[src/isa_pnp_defs.svh]
`ifndef ISA_PNP_DEFS_SVH
`define ISA_PNP_DEFS_SVH

// Configuration register indexes
`define IDX_RDPORT 8'h00
`define IDX_LDN 8'h07
`define IDX_ACTIVATE 8'h30
`define IDX_CHECK 8'h31
`define IDX_BASE_HI 8'h60
`define IDX_BASE_LO 8'h61
`define IDX_IRQ_SEL 8'h70
`define IDX_IRQ_TYPE 8'h71
`define IDX_AUTO 8'hf0
`define IDX_SAMPLE 8'hf1
`define IDX_LEVELS 8'hf2

// Constant read values
`define LDN_VALUE 8'h00
`define IRQ_TYPE_VALUE 8'h02
`define CHECK_ANS_ONE 8'h55
`define CHECK_ANS_ZERO 8'haa

// Field positions
`define ACTIVATE_BIT 0
`define CHECK_EN_BIT 1
`define CHECK_PAT_BIT 0
`define SAMPLE_BIT 0
`define PULL_BIT 1

// Fixed host ports, reset values, last key position and I/O window length
`define ADDR_PORT 16'h0279
`define WDATA_PORT 16'h0a79
`define RDPORT_RST 8'h80
`define INDEX_RST 8'h00
`define AUTO_RST 8'h00
`define KEY_LAST 5'h1f
`define IO_RANGE_LEN 16'h0008

`endif

[src/isa_pnp_pkg.sv]
package isa_pnp_pkg;

  // Which unlock key opened the configuration ports
  typedef enum logic {
    MODE_VENDOR,
    MODE_STANDARD
  } cfg_mode_e;

  // One sample of the host bus pins
  typedef struct packed {
    logic [15:0] addr;
    logic [7:0] data;
    logic ior_n;
    logic iow_n;
  } isa_bus_s;

  // Logical device configuration values
  typedef struct packed {
    logic [7:0] base_hi;
    logic [4:0] base_lo;
    logic [3:0] irq_sel;
  } dev_cfg_s;

  // Standard unlock key, compared byte by byte
  localparam logic [7:0] STD_KEY [0:31] = '{
    8'h6a, 8'hb5, 8'hda, 8'hed, 8'hf6, 8'hfb, 8'h7d, 8'hbe,
    8'hdf, 8'h6f, 8'h37, 8'h1b, 8'h0d, 8'h86, 8'hc3, 8'h61,
    8'hb0, 8'h58, 8'h2c, 8'h16, 8'h8b, 8'h45, 8'ha2, 8'hd1,
    8'he8, 8'h74, 8'h3a, 8'h9d, 8'hce, 8'he7, 8'h73, 8'h39};

  // Vendor unlock key, compared byte by byte
  localparam logic [7:0] VEN_KEY [0:31] = '{
    8'h68, 8'h34, 8'h1a, 8'h8d, 8'hcb, 8'he3, 8'h71, 8'hb8,
    8'h5c, 8'h2e, 8'h97, 8'h4b, 8'h25, 8'h92, 8'hc9, 8'he4,
    8'h72, 8'hb9, 8'hdc, 8'h6e, 8'hb7, 8'h5b, 8'h2d, 8'h96,
    8'hcb, 8'h65, 8'hb2, 8'hd9, 8'hec, 8'h76, 8'hbb, 8'h5d};

endpackage : isa_pnp_pkg

[src/isa_pnp_config_logic.sv]
`timescale 1ns/1ps
`default_nettype none
`include "isa_pnp_defs.svh"

module isa_pnp_config_logic (
  input wire logic core_clk, // System clock, 250 MHz
  input wire logic srst, // Synchronous reset, active high
  input wire logic [15:0] isa_addr, // Host I/O address pins
  input wire logic [7:0] isa_din, // Host data bus, input side
  input wire logic isa_ior_n, // Host I/O read strobe
  input wire logic isa_iow_n, // Host I/O write strobe
  input wire logic [15:0] irq_pins, // Host interrupt line levels
  input wire isa_pnp_pkg::dev_cfg_s dflt_cfg, // Stored defaults from MCU
  input wire logic mcu_auto_wr, // MCU writes auto setup
  input wire logic [7:0] mcu_auto_data, // MCU auto setup value
  output logic [7:0] isa_dout, // Host data bus, output side
  output logic isa_doe_n, // Data bus enable, low drives
  output logic dev_active, // Logical device active
  output isa_pnp_pkg::dev_cfg_s dev_cfg, // Current configuration
  output logic irq_sel_valid, // IRQ selection non-zero, low until the first clock after reset
  output logic pull_low_en, // IRQ pull-low resistors on
  output logic [7:0] auto_setup, // Auto setup register
  output logic auto_req, // Pulse: host wrote auto setup
  output logic cfg_enabled, // Config data ports open
  output isa_pnp_pkg::cfg_mode_e cfg_mode, // Mode chosen by key
  output logic cfg_from_auto // Source is auto setup
);
  import isa_pnp_pkg::*;

  // Pin synchronisers; stage one feeds stage two only
  isa_bus_s bus_s1_r, bus_s2_r, bus_s3_r;
  logic [15:0] irq_s1_r, irq_s2_r;

  // Configuration state
  logic [7:0] index_r, index_nxt; // Selected register index
  logic [7:0] rdport_r, rdport_nxt; // Read port address bits 9..2
  logic active_r, active_nxt; // Device active
  logic [1:0] check_r, check_nxt; // Range check enable and pattern
  dev_cfg_s cfg_r, cfg_nxt; // Base and IRQ selection
  logic [7:0] auto_r, auto_nxt; // Auto setup value
  logic auto_req_r, auto_req_nxt; // EEPROM update request
  logic pull_r, pull_nxt; // Pull-low enable
  logic [7:0] levels_r, levels_nxt; // Latched IRQ levels
  logic en_r, en_nxt; // Data ports unlocked
  cfg_mode_e mode_r, mode_nxt; // Unlock mode
  logic src_auto_r, src_auto_nxt; // Configuration source
  logic [4:0] std_pos_r, std_pos_nxt; // Standard key progress
  logic [4:0] ven_pos_r, ven_pos_nxt; // Vendor key progress
  logic [7:0] dout_r, dout_nxt; // Read answer
  logic doe_n_r, doe_n_nxt; // Read answer enable, low drives
  logic irq_ok_r, irq_ok_nxt; // Non-zero IRQ selection

  // Decoded bus events
  logic wr_evt, rd_evt, rdport_hit, chk_hit;
  logic [15:0] rd_port_addr;

  // Base address of the device's I/O window
  function automatic logic [15:0] base_of(input dev_cfg_s c);
    base_of = {c.base_hi, c.base_lo, 3'h0};
  endfunction : base_of

  // Window hit test; wrap past the top of I/O space is not decoded
  function automatic logic in_window(input logic [15:0] a, input logic [15:0] b);
    in_window = (a >= b) && ({1'b0, a} < ({1'b0, b} + {1'b0, `IO_RANGE_LEN}));
  endfunction : in_window

  // Next key position: a mismatch restarts, but may itself start a new key
  function automatic logic [4:0] key_step(input logic [7:0] d, input logic [7:0] exp,
                                          input logic [7:0] first, input logic [4:0] pos);
    if (d == exp) begin
      key_step = pos + 5'h01;
    end else if (d == first) begin
      key_step = 5'h01;
    end else begin
      key_step = 5'h00;
    end
  endfunction : key_step

  // Read data of the selected register; unknown indexes give zero
  function automatic logic [7:0] read_mux(input logic [7:0] idx);
    case (idx)
      `IDX_LDN: read_mux = `LDN_VALUE;
      `IDX_ACTIVATE: read_mux = {7'h00, active_r};
      `IDX_CHECK: read_mux = {6'h00, check_r};
      `IDX_BASE_HI: read_mux = cfg_r.base_hi;
      `IDX_BASE_LO: read_mux = {cfg_r.base_lo, 3'h0};
      `IDX_IRQ_SEL: read_mux = {4'h0, cfg_r.irq_sel};
      `IDX_IRQ_TYPE: read_mux = `IRQ_TYPE_VALUE;
      `IDX_AUTO: read_mux = auto_r;
      `IDX_LEVELS: read_mux = levels_r;
      default: read_mux = 8'h00;
    endcase
  endfunction : read_mux

  // Two flops on every pin, third stage only for strobe edges
  always_ff @(posedge core_clk) begin
    bus_s1_r <= {isa_addr, isa_din, isa_ior_n, isa_iow_n};
    bus_s2_r <= bus_s1_r;
    bus_s3_r <= bus_s2_r;
    irq_s1_r <= irq_pins;
    irq_s2_r <= irq_s1_r;
  end

  // Strobe edges seen as ordinary bus cycles, one event per cycle
  always_comb begin
    wr_evt = bus_s3_r.iow_n && !bus_s2_r.iow_n;
    rd_evt = bus_s3_r.ior_n && !bus_s2_r.ior_n;
    rd_port_addr = {6'h00, rdport_r, 2'h3};
    rdport_hit = en_r && (bus_s2_r.addr == rd_port_addr);
    chk_hit = check_r[`CHECK_EN_BIT] && !active_r && !rdport_hit
              && in_window(bus_s2_r.addr, base_of(cfg_r));
  end

  // Next-state computation for the whole register bank
  always_comb begin
    index_nxt = index_r;
    rdport_nxt = rdport_r;
    active_nxt = active_r;
    check_nxt = check_r;
    cfg_nxt = cfg_r;
    auto_nxt = auto_r;
    auto_req_nxt = 1'b0;
    pull_nxt = pull_r;
    levels_nxt = levels_r;
    en_nxt = en_r;
    mode_nxt = mode_r;
    src_auto_nxt = src_auto_r;
    std_pos_nxt = std_pos_r;
    ven_pos_nxt = ven_pos_r;
    dout_nxt = dout_r;
    doe_n_nxt = doe_n_r;
    // MCU loads defaults read from EEPROM; a host write below wins
    if (mcu_auto_wr) begin
      auto_nxt = mcu_auto_data;
    end
    if (wr_evt && bus_s2_r.addr == `ADDR_PORT) begin
      // Address port carries key bytes and, once open, the index
      std_pos_nxt = key_step(bus_s2_r.data, STD_KEY[std_pos_r], STD_KEY[0], std_pos_r);
      ven_pos_nxt = key_step(bus_s2_r.data, VEN_KEY[ven_pos_r], VEN_KEY[0], ven_pos_r);
      if (std_pos_r == `KEY_LAST && bus_s2_r.data == STD_KEY[`KEY_LAST]) begin
        en_nxt = 1'b1;
        mode_nxt = MODE_STANDARD;
        std_pos_nxt = 5'h00;
      end
      if (ven_pos_r == `KEY_LAST && bus_s2_r.data == VEN_KEY[`KEY_LAST]) begin
        en_nxt = 1'b1;
        mode_nxt = MODE_VENDOR;
        ven_pos_nxt = 5'h00;
      end
      if (en_r) begin
        index_nxt = bus_s2_r.data;
      end
    end
    if (wr_evt && en_r && bus_s2_r.addr == `WDATA_PORT) begin
      // Data port write to the selected register
      case (index_r)
        `IDX_RDPORT: rdport_nxt = bus_s2_r.data;
        `IDX_ACTIVATE: active_nxt = bus_s2_r.data[`ACTIVATE_BIT];
        `IDX_CHECK: check_nxt = bus_s2_r.data[1:0];
        `IDX_BASE_HI: begin
          cfg_nxt.base_hi = bus_s2_r.data;
          src_auto_nxt = 1'b0;
        end
        `IDX_BASE_LO: begin
          cfg_nxt.base_lo = bus_s2_r.data[7:3];
          src_auto_nxt = 1'b0;
        end
        `IDX_IRQ_SEL: begin
          cfg_nxt.irq_sel = bus_s2_r.data[3:0];
          src_auto_nxt = 1'b0;
        end
        `IDX_AUTO: begin
          auto_nxt = bus_s2_r.data;
          auto_req_nxt = 1'b1;
          src_auto_nxt = 1'b1;
        end
        `IDX_SAMPLE: begin
          if (bus_s2_r.data[`SAMPLE_BIT]) begin
            levels_nxt = {irq_s2_r[15], irq_s2_r[12], irq_s2_r[11], irq_s2_r[10],
                          irq_s2_r[7], irq_s2_r[5], irq_s2_r[4], irq_s2_r[3]};
          end
          pull_nxt = bus_s2_r.data[`PULL_BIT];
        end
        default: begin
          // Read-only and undefined indexes keep every value
        end
      endcase
    end
    // Read answer: held until the host lifts its read strobe
    if (rd_evt && rdport_hit) begin
      dout_nxt = read_mux(index_r);
      doe_n_nxt = 1'b0;
    end else if (rd_evt && chk_hit) begin
      dout_nxt = check_r[`CHECK_PAT_BIT] ? `CHECK_ANS_ONE : `CHECK_ANS_ZERO;
      doe_n_nxt = 1'b0;
    end else if (bus_s2_r.ior_n) begin
      doe_n_nxt = 1'b1;
    end
    // Flag follows the selection that the register stage is about to take
    irq_ok_nxt = (cfg_nxt.irq_sel != 4'h0);
  end

  // Register stage; reset reverts base and IRQ selection to stored defaults, other host settings to constants
  always_ff @(posedge core_clk) begin
    if (srst) begin
      index_r <= `INDEX_RST;
      rdport_r <= `RDPORT_RST;
      active_r <= 1'b0;
      check_r <= 2'h0;
      cfg_r <= dflt_cfg;
      auto_r <= `AUTO_RST;
      auto_req_r <= 1'b0;
      pull_r <= 1'b0;
      levels_r <= 8'h00;
      en_r <= 1'b0;
      mode_r <= MODE_VENDOR;
      src_auto_r <= 1'b1;
      std_pos_r <= 5'h00;
      ven_pos_r <= 5'h00;
      dout_r <= 8'h00;
      doe_n_r <= 1'b1;
    end else begin
      index_r <= index_nxt;
      rdport_r <= rdport_nxt;
      active_r <= active_nxt;
      check_r <= check_nxt;
      cfg_r <= cfg_nxt;
      auto_r <= auto_nxt;
      auto_req_r <= auto_req_nxt;
      pull_r <= pull_nxt;
      levels_r <= levels_nxt;
      en_r <= en_nxt;
      mode_r <= mode_nxt;
      src_auto_r <= src_auto_nxt;
      std_pos_r <= std_pos_nxt;
      ven_pos_r <= ven_pos_nxt;
      dout_r <= dout_nxt;
      doe_n_r <= doe_n_nxt;
    end
  end

  // Valid-selection flag kept as its own flop so the port is registered
  always_ff @(posedge core_clk) begin
    if (srst) begin
      irq_ok_r <= 1'b0;
    end else begin
      irq_ok_r <= irq_ok_nxt;
    end
  end

  // Ports straight from flops
  assign isa_dout = dout_r;
  assign isa_doe_n = doe_n_r;
  assign dev_active = active_r;
  assign dev_cfg = cfg_r;
  assign irq_sel_valid = irq_ok_r;
  assign pull_low_en = pull_r;
  assign auto_setup = auto_r;
  assign auto_req = auto_req_r;
  assign cfg_enabled = en_r;
  assign cfg_mode = mode_r;
  assign cfg_from_auto = src_auto_r;

  // Logical device number always answers zero
  AST_LDN_ZERO: assert property (@(posedge core_clk) disable iff (srst)
    (rd_evt && rdport_hit && index_r == `IDX_LDN) |=> (!isa_doe_n && isa_dout == 8'h00))
    else $error("logical device number not zero");

  // Activate write shows on the active output next cycle
  AST_ACTIVATE: assert property (@(posedge core_clk) disable iff (srst)
    (wr_evt && en_r && bus_s2_r.addr == `WDATA_PORT && index_r == `IDX_ACTIVATE)
    |=> (dev_active == $past(bus_s2_r.data[0])))
    else $error("activate bit not applied");

  // No range-check answer while the device is active
  AST_CHECK_INACTIVE: assert property (@(posedge core_clk) disable iff (srst)
    (rd_evt && !rdport_hit && active_r && isa_doe_n) |=> isa_doe_n)
    else $error("range check answered while active");

  // Range-check answer pattern follows bit zero
  AST_CHECK_PATTERN: assert property (@(posedge core_clk) disable iff (srst)
    (rd_evt && chk_hit) |=> (!isa_doe_n
      && isa_dout == ($past(check_r[0]) ? 8'h55 : 8'haa)))
    else $error("range check pattern wrong");

  // IRQ type reads as 02
  AST_IRQ_TYPE: assert property (@(posedge core_clk) disable iff (srst)
    (rd_evt && rdport_hit && index_r == `IDX_IRQ_TYPE) |=> (isa_dout == 8'h02))
    else $error("irq type value wrong");

  // Sample write latches the mapped line levels
  AST_SAMPLE: assert property (@(posedge core_clk) disable iff (srst)
    (wr_evt && en_r && bus_s2_r.addr == `WDATA_PORT && index_r == `IDX_SAMPLE
     && bus_s2_r.data[0]) |=> (levels_r[3] == $past(irq_s2_r[7])
     && levels_r[7] == $past(irq_s2_r[15]) && levels_r[0] == $past(irq_s2_r[3])))
    else $error("irq levels not latched");

  // Ports open only right after an address-port write
  AST_KEY_OPEN: assert property (@(posedge core_clk) disable iff (srst)
    $rose(en_r) |-> $past(wr_evt && bus_s2_r.addr == `ADDR_PORT))
    else $error("ports opened without key");

  // Completing the standard key selects standard mode
  AST_STD_MODE: assert property (@(posedge core_clk) disable iff (srst)
    (wr_evt && bus_s2_r.addr == `ADDR_PORT && std_pos_r == 5'h1f && bus_s2_r.data == 8'h39)
    |=> (cfg_enabled && cfg_mode == MODE_STANDARD))
    else $error("standard key not honoured");

  // Read-only indexes keep every stored value
  AST_RO_WRITE: assert property (@(posedge core_clk) disable iff (srst)
    (wr_evt && bus_s2_r.addr == `WDATA_PORT && (index_r == `IDX_IRQ_TYPE
     || index_r == `IDX_LEVELS || index_r == `IDX_LDN) && !mcu_auto_wr)
    |=> ($stable(cfg_r) && $stable(auto_r) && $stable(levels_r) && $stable(active_r)))
    else $error("read-only write changed state");

  // Reset restores the stored defaults
  AST_RESET_DEFAULT: assert property (@(posedge core_clk)
    srst |=> (dev_cfg == $past(dflt_cfg) && cfg_mode == MODE_VENDOR && !cfg_enabled))
    else $error("defaults not restored at reset");

  // Completing the vendor key selects vendor mode
  AST_VEN_MODE: assert property (@(posedge core_clk) disable iff (srst)
    (wr_evt && bus_s2_r.addr == `ADDR_PORT && ven_pos_r == 5'h1f && bus_s2_r.data == 8'h5d)
    |=> (cfg_enabled && cfg_mode == MODE_VENDOR))
    else $error("vendor key not honoured");

  // A wrong byte that is not a new first byte sends the detector back to zero
  AST_KEY_RESTART: assert property (@(posedge core_clk) disable iff (srst)
    (wr_evt && bus_s2_r.addr == `ADDR_PORT && bus_s2_r.data != STD_KEY[std_pos_r]
     && bus_s2_r.data != STD_KEY[0]) |=> (std_pos_r == 5'h00))
    else $error("key detector not restarted");

  // Undefined and write-only indexes read back as zero
  AST_UNDEF_ZERO: assert property (@(posedge core_clk) disable iff (srst)
    (rd_evt && rdport_hit && !(index_r inside {8'h07, 8'h30, 8'h31, 8'h60, 8'h61, 8'h70,
     8'h71, 8'hf0, 8'hf2})) |=> (!isa_doe_n && isa_dout == 8'h00))
    else $error("undefined index not zero");

  // Data-port writes before the key leave every setting alone
  AST_PORTS_CLOSED: assert property (@(posedge core_clk) disable iff (srst)
    (wr_evt && !en_r && bus_s2_r.addr == `WDATA_PORT && !mcu_auto_wr)
    |=> ($stable(dev_cfg) && $stable(auto_setup) && $stable(dev_active) && !auto_req))
    else $error("closed data port accepted a write");

  // Host auto setup write stores the byte, raises the request, selects auto source
  AST_AUTO_REQ: assert property (@(posedge core_clk) disable iff (srst)
    (wr_evt && en_r && bus_s2_r.addr == `WDATA_PORT && index_r == `IDX_AUTO)
    |=> (auto_req && cfg_from_auto && auto_setup == $past(bus_s2_r.data)))
    else $error("auto setup write not taken");

  // Controller load lands unless a host auto setup write falls in the same cycle
  AST_MCU_LOAD: assert property (@(posedge core_clk) disable iff (srst)
    (mcu_auto_wr && !(wr_evt && en_r && bus_s2_r.addr == `WDATA_PORT && index_r == `IDX_AUTO))
    |=> (auto_setup == $past(mcu_auto_data)))
    else $error("controller auto setup load lost");

endmodule : isa_pnp_config_logic
`default_nettype wire

[config.mk]
export PLATFORM = sky130hd
export DESIGN_NAME = isa_pnp_config_logic
export DESIGN_NICKNAME = d
export VERILOG_FILES = /design/src/isa_pnp_pkg.sv /design/src/isa_pnp_config_logic.sv
export VERILOG_INCLUDE_DIRS = /design/src /design/src/src
export SDC_FILE = /design/constraint.sdc
export NUM_CORES = 1
export LEC_CHECK = 0
export ABC_AREA = 1
export BUFFER_PORTS_ARGS = -buffer_cell sky130_fd_sc_hd__clkbuf_2
export CAP_MARGIN = 25
export CORE_MARGIN = 2
export CORE_UTILIZATION = 40
export CTS_CLUSTER_DIAMETER = 50
export DETAILED_ROUTE_END_ITERATION = 7
export SLEW_MARGIN = 40
export SYNTH_ARGS = -nofsm -noshare
export SYNTH_HDL_FRONTEND = slang
export SYNTH_SLANG_ARGS = --single-unit
[constraint.sdc]
create_clock -name core_clk -period 6.1 [get_ports core_clk]
set_clock_uncertainty 0.15 [all_clocks]
set_input_delay 1.22 -clock core_clk [delete_from_list [all_inputs] [get_ports core_clk]]
set_output_delay 1.22 -clock core_clk [all_outputs]
set_load 0.01 [all_outputs]
==> flow_summary.yaml <==
final_layout:
  instances_no_fill: 1393
  n_fill_cell: 1927
  regArea_sq_um: 3073
  most-common-layout-cells: "322 x nand2_1, 134 x dfxtp_1, 111 x nand3_1, 102 x clkbuf_2, 97 x inv_1"
  multiInputGateArea_sq_um: 3885
  finalNetCount: 1260
  n_antenna_cell: 0
  syn_to_final_growth_pct: 16.04
  layout_commonest_cell: "nand2_1"
  drive_gt1_share_pct: 15.10
detailed_routing:
  detail_route.vias_per_cell: 5.085
  vias: 7083
  dr.pass1.iters: 6
  drt_iter0_drc: 470
  finalWirelength_microns: 21590
  ant_nets: 0
  wire_per_inst_microns: 15.50
  drc: 0
synthesis:
  muxShareOfSynthArea_pct: 0.1317
  syn_inst: 1055
  synth_top_family_by_area: "simple AND/OR/NAND/NOR gates"
  yosysWarnings: 0
  ys_seq_area_share_pct: 40.43
  yosys.area.top_type: "dfxtp_1"
  synth_edf_count: 13
  syn-num-nets: 1167
  ys_types: 49
  synth_fa_ha_area_share_pct: 6.915
  synth_simple_gate_area_share_pct: 32.81
  synthesis.area_sq_um: 7600
  ys_seq_elements: 147
  ys_top_cells_by_area: "dfxtp_1 35%, nand2_1 16%, nand3_1 7.3%, ha_1 6.9%, edfxtp_1 5.1%"
  syn_avg_cell_area_sq_um: 7.204
  ys_async_sr_fraction_pct: 0
  synth_xor_xnor_area_share_pct: 1.498
  synth_top_area_share_pct: 35.30
  synth_flop_cell: "dfxtp_1"
  synth-compound-area-share_pct: 9.763
die:
  core_region_area_sq_um: 18710
  die_h_microns: 141.8
  die_area_sq_um: 20120
  fp-row-count: 50
  pin_count: 111
  initial_utilization_pct: 40.63
  die_w_microns: 141.8
clock_tree:
  cts_sinks: 147
  ctsLongestPathBuffers: 2
  clock_latency_ps: 420
  post_cts_buffers: 0
  tritoncts: "built"
  root_buffer: "clkbuf_16"
  cts_resized: 0
  cts_buffers: 17
  h-tree-depth: 4
  postCtsHoldBufs: 0
  clkTransAtPathRegs_ps: 60
timing:
  fin_crit_ps: 3251
  worst_slew_pin_slew_ps: 774.5
  clock.fmax_mhz: 307.6
  finalCritPeriodShare_pct: 53.29
  rsz0062_at_grt: "false"
  fin_tns_setup_ps: 0
  worst_slew_margin_rel_pct: 48.21
  setup_viol: 0
  finalHoldViolCount: 0
  slew_violations: 0
power:
  power_density_nw_per_um2: 255.1
  ir_drop_mv: 0.1893
  p_leak_nw: 4.189
critical_path:
  cp.arrival_ps: 3240
  crit_family: "buffers and inverters"
  max_stage_delay_ps: 550
  worstPathRequired_ps: 6090
  slowest_stage: "clkinv_1"
  cp_num_buf_inv: 5
  cp_common_cell: "buf_4"
  path_max_fanout: 34
  crit_chain: "clkbuf_2 > buf_4 > clkinv_1 > buf_4 > o21ai_0 > buf_4"
  timing.setup.critical_path_class: "in2reg"
  startpoint_type: "input port"
  end_kind: "flip-flop"
flow_run:
  drv_cap: 0
grt:
  use_met1_pct: 28.87
  top_usage_layer: "met2"
  grt_pass1_wl_microns: 34400
  antenna_found_initial: 0
  grt_max_degree: 35
  track_usage_pct: 22.02
  grt_pass1_vias: 6667
  use_met2_pct: 36.05
  grt-ovfl-total: 0
  met3_usage_pct: 4.084
worst_hold_path:
  min_path_type: "reg2reg"
placement:
  dp_hpwl_microns: 16290
  placed_cells: 1363
  globalplace.congestion: 0.9130
  portBuffers: 102
outcome:
  status: "completed"
## flip-flops by register name, indices dropped and copies added, names as in the netlist, 2 cells and up
name / flops
irq_s1_r: 8
std_pos_r: 5
check_r: 2
auto_setup: 8
index_r: 8
bus_s1_r: 26
ven_pos_r: 5
bus_s2_r: 26
isa_dout: 8
dev_cfg: 17
bus_s3_r: 2
levels_r: 8
irq_s2_r: 8
rdport_r: 8
## metal layers
| layer | up-vias | share of wire, % |
|---|---|---|
| met3 | 39 | 4.5 |
| met2 | 172 | 47 |
| met1 | 3250 | 46 |
| met4 | 0 | 2.7 |
| li1 | 3622 | - |
| met5 | - | 0 |
## metrics by stage
step,power (W),util (%),hold WS [ps],setup slack (ps),instance area [sq um]
after floorplan,0.001150,-,159.6,3440,7600
after global placement,0.001222,44.01,160.2,2504,8233
after CTS,0.002267,47.14,173.2,2873,8818
after detailed placement,0.001225,44.01,162.1,2425,8233
after global routing,0.002337,47.14,179.5,2694,8818
final,0.002250,47.14,173.3,2849,8818
## worst register-to-register path: stages (launching register included)
cell and delay [ps]:
edfxtp_1 490, inv_1 140, nor3_4 210, nand3_2 130, nor2_1 110, nand2_1 100
nor2_1 130, xor2_1 150, ha_1 250, nand2_1 90, nor2_1 50, nor2_1 80
nand3_1 90, nand2_1 60, nand2_1 50, nand2_1 100, nand3_4 180, nand2_1 140
nand2_1 70, nand2_1 60, nor2_1 50
## power breakdown
part | internal (W) | total [W] | switching [W]
Clock | 0.000645 | 0.00105 | 0.000400
Sequential | 0.00101 | 0.00105 | 0.0000387
Combinational | 0.0000628 | 0.000153 | 0.0000906
Total | 0.00172 | 0.00225 | 0.000529
## logic make-up after synthesis
group,count (synthesis)
buf+inv,150
fa+ha+maj,42
mux,1
compound gates,132
simple gates,570
xor+xnor,13
flops,147
## Yosys cell counts (12+ instances only)
master and instances:
edfxtp_1 13, nor2_1 77, nand2_1 322, clkbuf_1 12, inv_1 97, o21ai_0 39
dfxtp_1 134, nor3_1 16, nand3_1 111, inv_2 18, ha_1 42, a21oi_1 60
## worst paths after layout
check,startpoint,to,slack [ps],depth (start not counted)
min reg2reg,bus_s1_r[6]$_DFF_P_,bus_s2_r[6]$_DFF_P_,170,0
max reg2reg,dev_cfg[4]$_DFFE_PP_,isa_dout[2]$_SDFFE_PP0P_,3100,20
min,bus_s1_r[6]$_DFF_P_,bus_s2_r[6]$_DFF_P_,170,0
max,srst,dev_cfg[13]$_DFFE_PP_,2850,6
## layout make-up
| type | count | share of cell area (%) |
|---|---|---|
| Clock buffer | 22 | 5.519 |
| Tap cell | 234 | 3.320 |
| Timing Repair Buffer | 105 | 6.044 |
| Inverter | 119 | 5.094 |
| Sequential cell | 147 | 34.85 |
| Multi-Input combinational cell | 758 | 44.06 |
| Clock inverter | 8 | 1.121 |
Note: power is estimated with default switching activity, not from simulation.
